## src/dlc_pkg.sv

```systemverilog
`default_nettype none

package dlc_pkg;

  localparam int          DLC_NUM_CH   = 8;
  localparam int          DLC_CH_W     = 3;
  localparam int          DLC_ADDR_W   = 16;
  localparam int          DLC_NUM_PCI  = 2;
  localparam int          DLC_MAX_FAST = 2;
  localparam logic [2:0]  DLC_BM_CH    = 3'h4;
  localparam logic [2:0]  DLC_WIDE_LO  = 3'h5;
  localparam logic [15:0] DLC_RST_WORD = 16'h0000;

  typedef enum logic [2:0] {
    DLC_IDLE = 3'b001,
    DLC_XFER = 3'b010,
    DLC_BM   = 3'b100
  } dlc_state_e;

  // software-visible channel setup, read back and restored as a whole
  typedef struct packed {
    logic        en;
    logic        fast;
    logic        demand;
    logic        verify;
    logic        decr;
    logic [15:0] addr;
    logic [15:0] cnt;
  } dlc_cfg_s;

  typedef struct packed {
    dlc_cfg_s    cfg;
    logic [15:0] cur_addr;
    logic [15:0] cur_cnt;
  } dlc_rd_s;

  typedef struct packed {
    logic       req;
    logic [2:0] ch;
  } dlc_pci_req_s;

  typedef struct packed {
    logic [2:0]  ch;
    logic [16:0] byte_addr;
    logic        wide;
    logic        verify;
    logic        from_pci;
  } dlc_xfer_s;

endpackage : dlc_pkg

`default_nettype wire
```

## src/dlc_dma.sv

```systemverilog
// Operation
// - eight separately set channels act as one controller, lowest number first
// - channels zero to three move bytes and count in bytes
// - channels five to seven move words and count in words
// - at most two channels may hold fast timing at once
// - channel four never transfers data; it grants a bus master
// - LPC and PC/PCI requests share one channel engine
// - PC/PCI peripherals request and receive grants on two pairs
// - LPC peripherals request on their own line; host runs cycle
// - single, demand, verify and decrement modes per channel
// - every register reads back and a written-back value restores it
`timescale 1ns/1ps
`default_nettype none

module dlc_dma
  import dlc_pkg::*;
#(
  parameter int NUM_CH = DLC_NUM_CH
) (
  input  wire logic                          sys_clk,
  input  wire logic                          rst_n,
  input  wire logic                          prog_we,
  input  wire logic                          prog_cur_we,
  input  wire logic [2:0]                    prog_ch,
  input  wire dlc_cfg_s                      prog_cfg,
  output logic                               prog_refused,
  input  wire logic [2:0]                    rd_ch,
  output dlc_rd_s                            rd_data,
  input  wire logic [NUM_CH-1:0]             lpc_req,
  input  wire dlc_pci_req_s [DLC_NUM_PCI-1:0] pci_req,
  output logic [DLC_NUM_PCI-1:0]             pci_gnt,
  output logic                               xfer_valid,
  output dlc_xfer_s                          xfer,
  input  wire logic                          xfer_ack,
  output logic                               tc,
  output logic                               bm_gnt
);

  if (NUM_CH != DLC_NUM_CH) begin : g_bad_ch
    $error("dlc_dma serves exactly eight channel slots");
  end

  ////////////////////////////////////////////////////////////////////////////
  // channel registers

  dlc_cfg_s    cfg_r     [NUM_CH];
  dlc_cfg_s    cfg_nxt   [NUM_CH];
  logic [15:0] caddr_r   [NUM_CH];
  logic [15:0] caddr_nxt [NUM_CH];
  logic [15:0] ccnt_r    [NUM_CH];
  logic [15:0] ccnt_nxt  [NUM_CH];
  dlc_state_e  state_r;
  dlc_state_e  state_nxt;
  logic [2:0]  ch_r;
  logic [2:0]  ch_nxt;
  logic        pci_r;
  logic        pci_nxt;
  logic        pidx_r;
  logic        pidx_nxt;
  logic        refused_nxt;
  logic        tc_nxt;
  dlc_rd_s     rd_nxt;
  logic [NUM_CH-1:0] req;
  logic [NUM_CH-1:0] pci_hit [DLC_NUM_PCI];
  logic [2:0]  fast_cnt;
  logic        win_vld;
  logic [2:0]  win_ch;
  logic        last;

  ////////////////////////////////////////////////////////////////////////////
  // request merge and priority

  for (genvar i = 0; i < NUM_CH; i++) begin : g_req
    for (genvar k = 0; k < DLC_NUM_PCI; k++) begin : g_pci
      assign pci_hit[k][i] = pci_req[k].req && pci_req[k].ch == 3'(i);
    end
    assign req[i] = cfg_r[i].en &&
                    (lpc_req[i] || pci_hit[0][i] || pci_hit[1][i]);
  end

  always_comb begin
    win_vld  = 1'b0;
    win_ch   = 3'h0;
    fast_cnt = 3'h0;
    for (int i = NUM_CH - 1; i >= 0; i--) begin
      if (req[i]) begin
        win_vld = 1'b1;
        win_ch  = 3'(i);
      end
      if (cfg_r[i].fast && 3'(i) != prog_ch) begin
        fast_cnt = fast_cnt + 3'h1;
      end
    end
  end

  assign last = ccnt_r[ch_r] == DLC_RST_WORD;

  ////////////////////////////////////////////////////////////////////////////
  // next state

  always_comb begin
    state_nxt   = state_r;
    ch_nxt      = ch_r;
    pci_nxt     = pci_r;
    pidx_nxt    = pidx_r;
    tc_nxt      = 1'b0;
    refused_nxt = 1'b0;
    cfg_nxt     = cfg_r;
    caddr_nxt   = caddr_r;
    ccnt_nxt    = ccnt_r;
    case (state_r)
      DLC_IDLE: begin
        if (win_vld) begin
          ch_nxt   = win_ch;
          pci_nxt  = !lpc_req[win_ch];
          pidx_nxt = !pci_hit[0][win_ch];
          state_nxt = (win_ch == DLC_BM_CH) ? DLC_BM : DLC_XFER;
        end
      end
      DLC_XFER: begin
        if (xfer_ack) begin
          caddr_nxt[ch_r] = cfg_r[ch_r].decr ? caddr_r[ch_r] - 16'h1
                                             : caddr_r[ch_r] + 16'h1;
          ccnt_nxt[ch_r]  = ccnt_r[ch_r] - 16'h1;
          if (last) begin
            tc_nxt            = 1'b1;
            cfg_nxt[ch_r].en  = 1'b0;
            state_nxt         = DLC_IDLE;
          end else if (!cfg_r[ch_r].demand || !req[ch_r]) begin
            state_nxt = DLC_IDLE;
          end
        end
      end
      DLC_BM: begin
        if (!req[DLC_BM_CH]) begin
          state_nxt = DLC_IDLE;
        end
      end
      default: state_nxt = DLC_IDLE;
    endcase
    // programming; a third fast channel is refused
    if (prog_we) begin
      if (prog_cfg.fast && fast_cnt >= 3'(DLC_MAX_FAST)) begin
        refused_nxt = 1'b1;
      end else begin
        cfg_nxt[prog_ch] = prog_cfg;
        if (!prog_cur_we) begin
          caddr_nxt[prog_ch] = prog_cfg.addr;
          ccnt_nxt[prog_ch]  = prog_cfg.cnt;
        end
      end
    end
    if (prog_cur_we) begin
      caddr_nxt[prog_ch] = prog_cfg.addr;
      ccnt_nxt[prog_ch]  = prog_cfg.cnt;
    end
    rd_nxt.cfg      = cfg_r[rd_ch];
    rd_nxt.cur_addr = caddr_r[rd_ch];
    rd_nxt.cur_cnt  = ccnt_r[rd_ch];
  end

  always_ff @(posedge sys_clk or negedge rst_n) begin
    if (!rst_n) begin
      state_r      <= DLC_IDLE;
      ch_r         <= 3'h0;
      pci_r        <= 1'b0;
      pidx_r       <= 1'b0;
      tc           <= 1'b0;
      prog_refused <= 1'b0;
      rd_data      <= '0;
      for (int i = 0; i < NUM_CH; i++) begin
        cfg_r[i]   <= '0;
        caddr_r[i] <= DLC_RST_WORD;
        ccnt_r[i]  <= DLC_RST_WORD;
      end
    end else begin
      state_r      <= state_nxt;
      ch_r         <= ch_nxt;
      pci_r        <= pci_nxt;
      pidx_r       <= pidx_nxt;
      tc           <= tc_nxt;
      prog_refused <= refused_nxt;
      rd_data      <= rd_nxt;
      cfg_r        <= cfg_nxt;
      caddr_r      <= caddr_nxt;
      ccnt_r       <= ccnt_nxt;
    end
  end

  ////////////////////////////////////////////////////////////////////////////
  // outputs

  assign xfer_valid = state_r == DLC_XFER;
  assign bm_gnt     = state_r == DLC_BM;
  assign pci_gnt[0] = xfer_valid && pci_r && !pidx_r;
  assign pci_gnt[1] = xfer_valid && pci_r && pidx_r;

  always_comb begin
    xfer.ch        = ch_r;
    xfer.wide      = ch_r >= DLC_WIDE_LO;
    xfer.byte_addr = xfer.wide ? {caddr_r[ch_r], 1'b0}
                               : {1'b0, caddr_r[ch_r]};
    xfer.verify    = cfg_r[ch_r].verify;
    xfer.from_pci  = pci_r;
  end

  ////////////////////////////////////////////////////////////////////////////
  // checks

  property p_bm_no_xfer;
    @(posedge sys_clk) disable iff (!rst_n)
      xfer_valid |-> ch_r != DLC_BM_CH;
  endproperty
  a_bm_no_xfer: assert property (p_bm_no_xfer)
    else $error("channel four ran a data transfer");

  property p_width;
    @(posedge sys_clk) disable iff (!rst_n)
      xfer_valid |-> xfer.wide == (ch_r > DLC_BM_CH);
  endproperty
  a_width: assert property (p_width)
    else $error("transfer width does not match channel");

  property p_fast_limit;
    @(posedge sys_clk) disable iff (!rst_n)
      prog_we && prog_cfg.fast && fast_cnt >= 3'h2
        |=> prog_refused && !cfg_r[$past(prog_ch)].fast;
  endproperty
  a_fast_limit: assert property (p_fast_limit)
    else $error("third fast channel was accepted");

  property p_count_step;
    @(posedge sys_clk) disable iff (!rst_n)
      xfer_valid && xfer_ack && !prog_cur_we && !prog_we
        |=> ccnt_r[$past(ch_r)] == $past(ccnt_r[ch_r]) - 16'h1;
  endproperty
  a_count_step: assert property (p_count_step)
    else $error("count did not step by one unit");

  property p_tc;
    @(posedge sys_clk) disable iff (!rst_n)
      xfer_valid && xfer_ack && last |=> tc ##1 !tc;
  endproperty
  a_tc: assert property (p_tc)
    else $error("terminal count pulse wrong");

  property p_single;
    @(posedge sys_clk) disable iff (!rst_n)
      xfer_valid && xfer_ack && !cfg_r[ch_r].demand |=> !xfer_valid;
  endproperty
  a_single: assert property (p_single)
    else $error("single mode held the channel");

  property p_gnt_pair;
    @(posedge sys_clk) disable iff (!rst_n)
      |pci_gnt |-> xfer_valid && xfer.from_pci && !(&pci_gnt);
  endproperty
  a_gnt_pair: assert property (p_gnt_pair)
    else $error("bad PC/PCI grant");

  property p_lpc_serve;
    @(posedge sys_clk) disable iff (!rst_n)
      state_r == DLC_IDLE && win_vld && lpc_req[win_ch]
        |=> (xfer_valid && !xfer.from_pci) || bm_gnt;
  endproperty
  a_lpc_serve: assert property (p_lpc_serve)
    else $error("LPC request not served");

  property p_readback;
    @(posedge sys_clk) disable iff (!rst_n)
      ##1 rd_data.cfg == $past(cfg_r[rd_ch]);
  endproperty
  a_readback: assert property (p_readback)
    else $error("read back differs from setup");

  property p_restore;
    @(posedge sys_clk) disable iff (!rst_n)
      prog_we && !prog_cfg.fast |=> cfg_r[$past(prog_ch)] == $past(prog_cfg);
  endproperty
  a_restore: assert property (p_restore)
    else $error("written setup not stored");

  c_lpc_xfer:  cover property (@(posedge sys_clk) xfer_valid && !pci_r
                               && xfer_ack);
  c_pci_xfer:  cover property (@(posedge sys_clk) pci_gnt[1] && xfer_ack);
  c_bm:        cover property (@(posedge sys_clk) bm_gnt);
  c_tc:        cover property (@(posedge sys_clk) tc);

endmodule : dlc_dma

`default_nettype wire

```

## config.mk

```make
export PLATFORM = sky130hd
export DESIGN_NAME = dlc_dma
export DESIGN_NICKNAME = d
export VERILOG_FILES = /design/src/dlc_pkg.sv /design/src/dlc_dma.sv
export SDC_FILE = /design/constraint.sdc
export NUM_CORES = 1
export LEC_CHECK = 0
export CELL_PAD_IN_SITES_DETAIL_PLACEMENT = 0
export CELL_PAD_IN_SITES_GLOBAL_PLACEMENT = 1
export CORE_ASPECT_RATIO = 1.25
export CORE_UTILIZATION = 53
export DETAILED_ROUTE_END_ITERATION = 8
export DONT_BUFFER_PORTS = 1
export MAX_ROUTING_LAYER = met4
export PLACE_DENSITY = 0.84
export SYNTH_ARGS = -nofsm -noshare
export SYNTH_HDL_FRONTEND = slang
export SYNTH_SLANG_ARGS = --single-unit
```

## constraint.sdc

```tcl
create_clock -name sys_clk -period 6.25 [get_ports sys_clk]
set_clock_uncertainty 0.1 [all_clocks]
set_input_delay 0.625 -clock sys_clk [delete_from_list [all_inputs] [get_ports sys_clk]]
set_output_delay 0.625 -clock sys_clk [all_outputs]
set_load 0.005 [all_outputs]
```

== Word-level counts from Yosys, hierarchy flattened ==
Index checks and enable logic that the tools add are counted.

* Bits of input ports: 64
* Logic and storage cells: 299
* Output and inout port bits: 98
* Flip-flop bits (word level): 631

* Reduce and logical (&&, ||, !) cells: 66
* Mux-type cells: 95
* $lt $le $gt $ge: 9
* Bitwise logic cells: 3
* Equal/unequal tests: 29
* Add/subtract/negate cells: 10

{| class="wikitable"
|+ Operators with widths
! operator !! number
|-
| 128-bit two-way mux || 12
|-
| 296-bit two-way mux || 5
|-
| 128-bit bitwise mux || 6
|-
| 296-bit bitwise mux || 2
|-
| 37-bit binary-select mux with 3-bit select || 2
|-
| 37-bit demux with 3-bit select || 2
|-
| 16-bit binary-select mux with 3-bit select || 4
|-
| 16-bit two-way mux || 11
|-
| 37-bit two-way mux || 4
|-
| 16-bit demux with 3-bit select || 2
|-
| 35-bit two-way mux || 2
|-
| 3-bit two-way mux || 21
|-
| 1-bit logical AND || 38
|-
| 16-bit by 1-bit subtractor with 16-bit output, second input constant || 2
|-
| 3-bit equality test, second input constant || 10
|-
| 3-bit by 1-bit adder with 3-bit output, second input constant || 7
|-
| 1-bit logical OR || 17
|-
| 1-bit two-way mux || 17
|-
| 17-bit two-way mux || 1
|-
| 16-bit by 1-bit adder with 16-bit output, second input constant || 1
|-
| 16-bit zero test || 1
|-
| 3-bit by 2-bit equality test with 1-bit output, second input constant || 5
|-
| 4-bit >= comparator, second input constant || 3
|-
| 3-bit inequality test, first input constant || 4
|-
| 18 further kinds || 33
|}

== Logic depth before layout (Yosys ltp) ==
Gate-level depths: netlist of the first run.

* Depth in word-level cells: 23
* Gate-level depth with buffers: 27
* Gate-level depth less buffers: 24

== Least setup slack after synthesis of the first run ==
No wires, ideal clock.

* Path kind: input-to-reg
* From: in prog_ch[1]
* To: reg cfg_r[43] (netlist name)
* Arrival time: 5.693 ns
* Required time: 6.025 ns
* Slack: 0.332 ns
* Library setup time: 0.125 ns
* Buffers on the path: 3
* Cell stages on the path: 25
* Path through: clkbuf_1 > nand2_1 > o21ai_0 > ha_1 > clkbuf_1 > o21a_1 > nor2_1 > inv_1 > ha_1 > o22a_1 > mux2i_1 > nor2_1 > o21ai_0 > ha_1 > mux2_2 > ha_1 > nand3_1 > xor2_1 > xnor2_1 > xnor2_1 > xnor2_2 > a21boi_4 > nor2_2 > buf_2 > mux2_2

* Cells in the longest elaborated chain, start to end: 21
* Elaborated cells on any way between the ends: 42
* Classes of those cells: add/sub (7); order compare (3); eq/ne (7); mux (13); bitwise (1); reduce/logical (11)

{| class="wikitable"
|+ RTL lines
! element !! line !! source
|-
| start: declaration || dlc_dma.sv:24 || <nowiki>input wire logic [2:0] prog_ch,</nowiki>
|-
| 3-bit inequality test || dlc_dma.sv:90 || <nowiki>if (cfg_r[i].fast && 3'(i) != prog_ch) begin</nowiki>
|-
| 1-bit logical AND || dlc_dma.sv:90 ||
|-
| 1-bit two-way mux || dlc_dma.sv:90 ||
|-
| 3-bit by 1-bit adder with 3-bit output || dlc_dma.sv:91 || <nowiki>fast_cnt = fast_cnt + 3'h1;</nowiki>
|-
| 3-bit two-way mux || dlc_dma.sv:90 ||
|-
| 3-bit by 1-bit adder with 3-bit output || dlc_dma.sv:91 ||
|-
| 3-bit two-way mux || dlc_dma.sv:90 ||
|-
| 3-bit by 1-bit adder with 3-bit output || dlc_dma.sv:91 ||
|-
| (+5 left out) || -- ||
|-
| 3-bit by 1-bit adder with 3-bit output || dlc_dma.sv:91 ||
|-
| 3-bit two-way mux || dlc_dma.sv:90 ||
|-
| 3-bit by 1-bit adder with 3-bit output || dlc_dma.sv:91 ||
|-
| 3-bit two-way mux || dlc_dma.sv:90 ||
|-
| 3-bit by 2-bit >= comparator with 1-bit output || dlc_dma.sv:143 || <nowiki>if (prog_cfg.fast && fast_cnt >= 3'(DLC_MAX_FAST)) begin</nowiki>
|-
| 1-bit logical AND || dlc_dma.sv:143 ||
|-
| 296-bit two-way mux (*) || dlc_dma.sv:143 ||
|-
| 296-bit two-way mux (*) || dlc_dma.sv:142 || <nowiki>if (prog_we) begin</nowiki>
|-
| end signal: assignment || dlc_dma.sv:184 || <nowiki>cfg_r <= cfg_nxt;</nowiki>
|-
| end: declaration || dlc_dma.sv:46 || <nowiki>dlc_cfg_s cfg_r [NUM_CH];</nowiki>
|}

Mark *: on every way between the ends. The rest lies on a longest branch, timed or not.
A chain may end at the register's enable or synchronous reset.

==> results of run 1 <==
[cell usage in the layout (no fill, tap or decap), drive strengths merged, types with 14 or more instances in the layout]
| cell type | instances |
|---|---|
| nor2 | 116 |
| a221oi | 33 |
| dfrtp | 630 |
| clkbuf | 95 |
| and2 | 15 |
| a21oi | 101 |
| ha | 24 |
| xnor2 | 22 |
| mux2 | 436 |
| mux2i | 172 |
| a22oi | 23 |
| nand2 | 300 |
| nand3 | 14 |
| nor3 | 19 |
| inv | 37 |
| mux4 | 158 |
| buf | 80 |
| o21ai | 274 |
| nor2b | 16 |
| xor2 | 18 |
[state kept, by name, indices dropped and copies added, names as in the netlist]
name / count
rd_data: 69
ch_r: 3
pci_r: 1
cfg_r: 296
pidx_r: 1
state_r: 3
caddr_r: 128
ccnt_r: 128
prog_refused: 1
tc: 1
[report_power, final]
group | internal [mW] | switching [mW]
Clock | 2.43 | 1.68
Sequential | 6.08 | 1.43
Combinational | 4.49 | 5.60
Total | 13.0 | 8.71
[synthesized netlist by cell type (all sizes together) (22+ instances only)]
master	count
buf	101
nand2	300
dfrtp	630
ha	24
a22oi	23
mux4	158
mux2	436
xnor2	22
a21oi	101
o21ai	274
mux2i	172
a221oi	33
inv	33
nor2	116
clkbuf	142
[per-layer routing]
| layer | GRT usage (%) | share of wire (%) | vias up |
|---|---|---|---|
| met5 | - | 0 | - |
| met4 | 12.35 | 3.8 | 0 |
| met3 | 6.550 | 8.9 | 235 |
| met2 | 49.20 | 48 | 1091 |
| met1 | 40.72 | 40 | 12130 |
| li1 | - | - | 10220 |
[cells by family (layout without fill, tap and decap cells)]
| family | after synthesis | in the layout | share of synthesized area (%) |
|---|---|---|---|
| AND/OR/NAND/NOR | 563 | 563 | 7.503 |
| adder cells (fa/ha/maj) | 25 | 25 | 0.9439 |
| multiplexers | 766 | 766 | 30.52 |
| flip-flops | 631 | 631 | 46.54 |
| AO/OA/AOI/OAI | 541 | 541 | 9.683 |
| XOR/XNOR | 40 | 40 | 1.055 |
| buffers and inverters | 279 | 231 | 3.765 |
| other | 0 | 2 | 0 |
[worst max-delay path: cells and delay by family (launching register included)]
kind,cells,cell delay [ns]
and+or+nand+nor,3,0.41
xor gates and xnor gates,1,0.46
muxes,1,0.29
AOI/OAI and AO/OA,8,2.64
adders and majority gates,1,0.40
buffers and inverters,3,0.64
DFF,1,0.65
[timing repair]
action / in CTS / in global routing
endpoints found under the setup margin: 0 / 20
setup buffers: 0 / 2
hold endpoints to repair: 631 / 630
[area by class of cell]
cell class                 count  share of cell area, %
multi-input combinational   1935                  45.82
clock inverter                20                 0.9009
antenna                        2                0.01355
sequential                   631                  42.76
inverter                      36                 0.3658
clock buffer                  95                  5.090
timing repair buffer          80                  2.201
tap                          840                  2.845
[metrics by stage]
| step | utilization [%] | cell area (µm²) | hold WS, ns | setup slack [ns] |
|---|---|---|---|---|
| after floorplan | - | 33930 | 0.2294 | 0.3322 |
| after global routing | 58.38 | 36940 | -0.3598 | 0.2936 |
| after CTS | 58.35 | 36920 | -0.3750 | 0.4683 |
| after global placement | 54.86 | 34710 | 0.2553 | 0.2280 |
| final | 58.38 | 36940 | -0.3451 | 0.5131 |
| after detailed placement | 54.86 | 34710 | 0.2548 | 0.09753 |
[how the worst max path moves through the flow]
| stage | startpoint | to | slack, ns |
|---|---|---|---|
| 6_report | ch_r[0] | caddr_r[15] | 0.51 |
| 4_1_cts | cfg_r[72] | cfg_r[14] | 0.47 |
| 3_3_place_gp | prog_ch[1] | cfg_r[14] | 0.23 |
| 5_1_grt | cfg_r[72] | cfg_r[12] | 0.29 |
| 3_5_place_dp | prog_ch[1] | cfg_r[14] | 0.1 |
| 2_1_floorplan | prog_ch[1] | cfg_r[43] | 0.33 |
==> results.yml, run 1 <==
yosys:
  syn_inst: 2845
  synth_edf_count: 0
  ys_ff_latch: 631
  synthArstFlopShare_pct: 100.0
  syn-mean-instance-area_um2: 11.93
  synth_area_leader_cell: "dfrtp_1"
  ys_types: 82
  synth_top_cell_area_share_pct: 46.46
  synth_area_leaders: "dfrtp_1, mux4_2, mux2_2"
  synth_flop_cell: "dfrtp_1"
  synth_fp_nets: 2934
  yosysSeqAreaShare_pct: 46.54
  syn_area_um2: 33930
  yosys_warnings: 0
final_layout:
  syn_to_final_growth_pct: 8.871
  multiInputGateArea_um2: 16930
  fin_nets: 2839
  final-seq-area_um2: 15800
  drive_above_1_share_pct: 24.35
  nFillCells: 4953
  finalNonFillerCells: 3639
die:
  start_util_pct: 53.63
  rows: 103
  placeableCoreArea_um2: 63280
  die_h_um: 284.9
  fp.dieW_um: 228.3
  dieArea_um2: 65050
  ios: 162
critical_path:
  critPathKind: "reg -> reg"
  slowest_delay_ns: 0.78
  crit_chain: "clkinv_1 -> nor3_1 -> buf_4 -> nand2_1 -> o21ai_0 -> a221o_1 -> a221oi_1 -> inv_1 -> ha_1 -> and2_1 -> a221o_1 -> o311a_1 -> a211oi_1 -> o41ai_1 -> xor2_1 -> o21ai_0 -> mux2_2"
  cp-start-kind: "flop"
  required_ns: 6.63
  worstRegToRegCells: 17
  r2r-start: "ch_r[0]"
  arrival_ns: 6.12
  cp-end-kind: "flop"
  rrSetupSlack_ns: 0.51
  cp_slowest_cell: "a221oi_1"
  timing.rr.end: "caddr_r[15]"
  crit_fanout: 19
pwr:
  cellPowerDensity_nw_per_um2: 587.5
  max-vdd-ir-drop_mv: 0.3763
  p_total_mw: 21.70
  leakagePower_nw: 16.03
sta:
  whs_ns: -0.3451
  period_minus_slack_ns: 5.737
  hold_viol_final: 343
  fin_crit_sh_pct: 91.79
  tightest_slew_ns: 2.092
  tns_ns: 0
  maxSlewHeadroom_pct: -39.47
  setup_violations: 0
  fmax_ghz: 0.1743
  grt_setup_unrepaired: "false"
  drv_slew: 318
clock_tree:
  htreeDepth: 3
  clk_path_buf_depth: 3
  clock-root-buffer: "clkbuf_16"
  numCtsBuffers: 66
  cts_resized: 0
  cts_sinks: 631
  cts_tree: "built"
  cts.clk_slew.worst_paths_ns: 0.06
  clock_latency_ns: 0.61
grt:
  grt_pass1_vias: 24350
  antenna_found_initial: 5
  grt_start_max_net_pins: 632
  grtUsageTotal_pct: 31.61
  grt_first_pass_wirelength_um: 152100
  overflow: 0
routing:
  dr.pass1.iters: 6
  ant_nets: 0
  drc: 0
  drtIter0Drc: 2308
  wl_um: 98820
  vias: 23680
  wl_per_cell_um: 27.15
  vias_per_cell: 6.506
place:
  place_hpwl_um: 60670
  place_congestion: 0.9216
  placed_cells: 3520
  io_buffers: 0
outcome:
  outcome: "complete, but fails checks"
  violations: "hold timing, slew limit"
flow_run:
  maxCapViolations: 0
hold_path:
  min_path_type: "in -> async"
No activity file was read; power rests on OpenSTA's default activity.
==> run 2: changes to the inputs <==
- PLACE_DENSITY: 0.84 -> not set
- PLACE_DENSITY_LB_ADDON: not set -> 0.1
==> run 2 against run 1 <==
The flow still finishes with violations (hold timing, slew limit). Combinational power barely moved. First-iteration DRC count fell by 2.3%. Clock power rose by 1%. Critical endpoint is now cfg_r[218].
==> results.yml, run 2 (synthesis results as in run 1) <==
grt:
  grt_start_max_net_pins: 632
  use_met1_pct: 43.28
  busiest_layer: "met2"
  grtUsageTotal_pct: 32.28
  use_met2_pct: 50.50
  overflow: 0
  grt_use_met3_pct: 5.050
  grt_pass1_vias: 24020
  antenna_found_initial: 4
  grt_first_pass_wirelength_um: 153800
routing:
  drtIter0Drc: 2254
  wl_um: 100300
  wl_per_cell_um: 27.57
  vias_per_cell: 6.434
  dr.pass1.iters: 8
  ant_nets: 0
  drc: 0
  vias: 23420
die:
  die_h_um: 284.9
  fp.dieW_um: 228.3
  rows: 103
  start_util_pct: 53.63
  ios: 162
  placeableCoreArea_um2: 63280
  dieArea_um2: 65050
clock_tree:
  cts.clk_slew.worst_paths_ns: 0.06
  clock_latency_ns: 0.63
  cts_tree: "built"
  cts_sinks: 631
  clk_path_buf_depth: 3
  htreeDepth: 3
  clock-root-buffer: "clkbuf_16"
  post-cts-setup-buffer-count: 0
  numCtsBuffers: 68
  ctsHoldBuffers: 2
sta:
  hold_viol_final: 237
  grt_setup_unrepaired: "false"
  tightest_slew_ns: 3.675
  maxSlewHeadroom_pct: -145.0
  fmax_ghz: 0.1781
  drv_slew: 450
  fin_crit_sh_pct: 89.84
  period_minus_slack_ns: 5.615
  whs_ns: -0.3923
  tns_ns: 0
  setup_violations: 0
place:
  io_buffers: 0
  post_dp_cell_area_um2: 34680
  place_hpwl_um: 61010
  place_congestion: 0.9152
critical_path:
  cp-end-kind: "flop"
  rrSetupSlack_ns: 0.63
  r2r-start: "cfg_r[35]"
  cp-start-kind: "flop"
  timing.rr.end: "cfg_r[218]"
  required_ns: 6.66
  crit_fanout: 16
  critPathKind: "reg -> reg"
  worstRegToRegCells: 23
  arrival_ns: 6.03
final_layout:
  largest_reg_flops: 296
  final-seq-area_um2: 15800
  drive_above_1_share_pct: 24.24
  multiInputGateArea_um2: 16950
  fin_nets: 2834
  final_cell_mix: "dfrtp_1, nand2_1, o21ai_0"
  stdcell_area_um2: 37010
  top_register: "cfg_r"
  syn_to_final_growth_pct: 9.078
  mostFrequentLayoutCell: "dfrtp_1"
  top_regs: "cfg_r x296, caddr_r x128, ccnt_r x128"
  nFillCells: 5165
pwr:
  max-vdd-ir-drop_mv: 0.4114
  p_total_mw: 21.63
  cellPowerDensity_nw_per_um2: 584.4
  leakagePower_nw: 16.08
hold_path:
  min_path_type: "in -> async"
outcome:
  outcome: "complete, but fails checks"
  violations: "hold timing, slew limit"
flow_run:
  maxCapViolations: 0
run 2: changes by cell type in the layout (fill, tap and decap cells not counted), moves of 3 or more:
| cell | change |
|---|---|
| buf_4 | -9 |
| nand2_4 | +3 |
| inv_16 | +4 |
| clkbuf_16 | +4 |
| inv_6 | -4 |
| clkbuf_8 | +4 |
| nand2_2 | -3 |
| bufinv_16 | -4 |
run 2: layout make-up:
| class | instances | area share, % |
|---|---|---|
| clock buffer | 105 | 5.520 |
| clock inverter | 17 | 0.7166 |
| inverter | 36 | 0.3651 |
| tap | 840 | 2.839 |
| multi-input combinational | 1935 | 45.79 |
| antenna | 3 | 0.02028 |
| timing repair buffer | 73 | 2.069 |
| sequential | 631 | 42.68 |
run 2: power breakdown:
group,switching [mW],total [mW],internal (mW)
logic,5.53,9.92,4.40
registers,1.44,7.52,6.08
clock network,1.74,4.18,2.45
run 2: worst max path at each step:
stage                     from  slack, ns          to  depth (start not counted)
finish               cfg_r[35]       0.63  cfg_r[218]                         23
global route         cfg_r[72]       0.10  cfg_r[138]                         24
CTS                  cfg_r[35]       0.63  cfg_r[145]                         23
detailed placement  prog_ch[1]       0.29  cfg_r[201]                         23
global placement    prog_ch[2]       0.42  cfg_r[127]                         24
floorplan           prog_ch[1]       0.33   cfg_r[43]                         25
run 2: timing repair:
| item | in CTS | in global routing |
|---|---|---|
| endpoints found under the setup margin | 0 | 0 |
| hold endpoints to repair | 634 | 631 |
| resized for setup | 0 | 0 |
run 2: routing by layer:
metal	vias up	part of all wire (%)	wire length (µm)
met1	12110	43	42700
met3	175	6.9	6951
met5	-	0	0
li1	10220	-	-
met2	916	48	47860
met4	0	2.8	2819
run 2: worst max-delay path: stages, from the launching register on:
cell	delay, ns
dfrtp_1	0.38
and2_1	0.20
inv_1	0.07
ha_1	0.43
nor3_1	0.12
nor2_1	0.35
inv_1	0.09
ha_1	0.32
o22a_1	0.21
mux2i_1	0.28
nor2_1	0.09
o21ai_0	0.12
ha_1	0.29
mux2_2	0.28
ha_1	0.18
nand3_1	0.09
xor2_1	0.19
xnor2_1	0.11
xnor2_1	0.23
xnor2_2	0.12
a21boi_4	0.34
nand3b_1	0.24
buf_4	0.30
mux2_2	0.37
run 2: through the flow:
step	util [%]	instances	setup slack, ns
global placement	54.80	3513	0.4189
floorplan	-	2845	0.3322
CTS	58.48	3637	0.6300
detailed placement	54.80	3513	0.2877
global route	58.49	3638	0.1027
finish	58.50	3640	0.6348
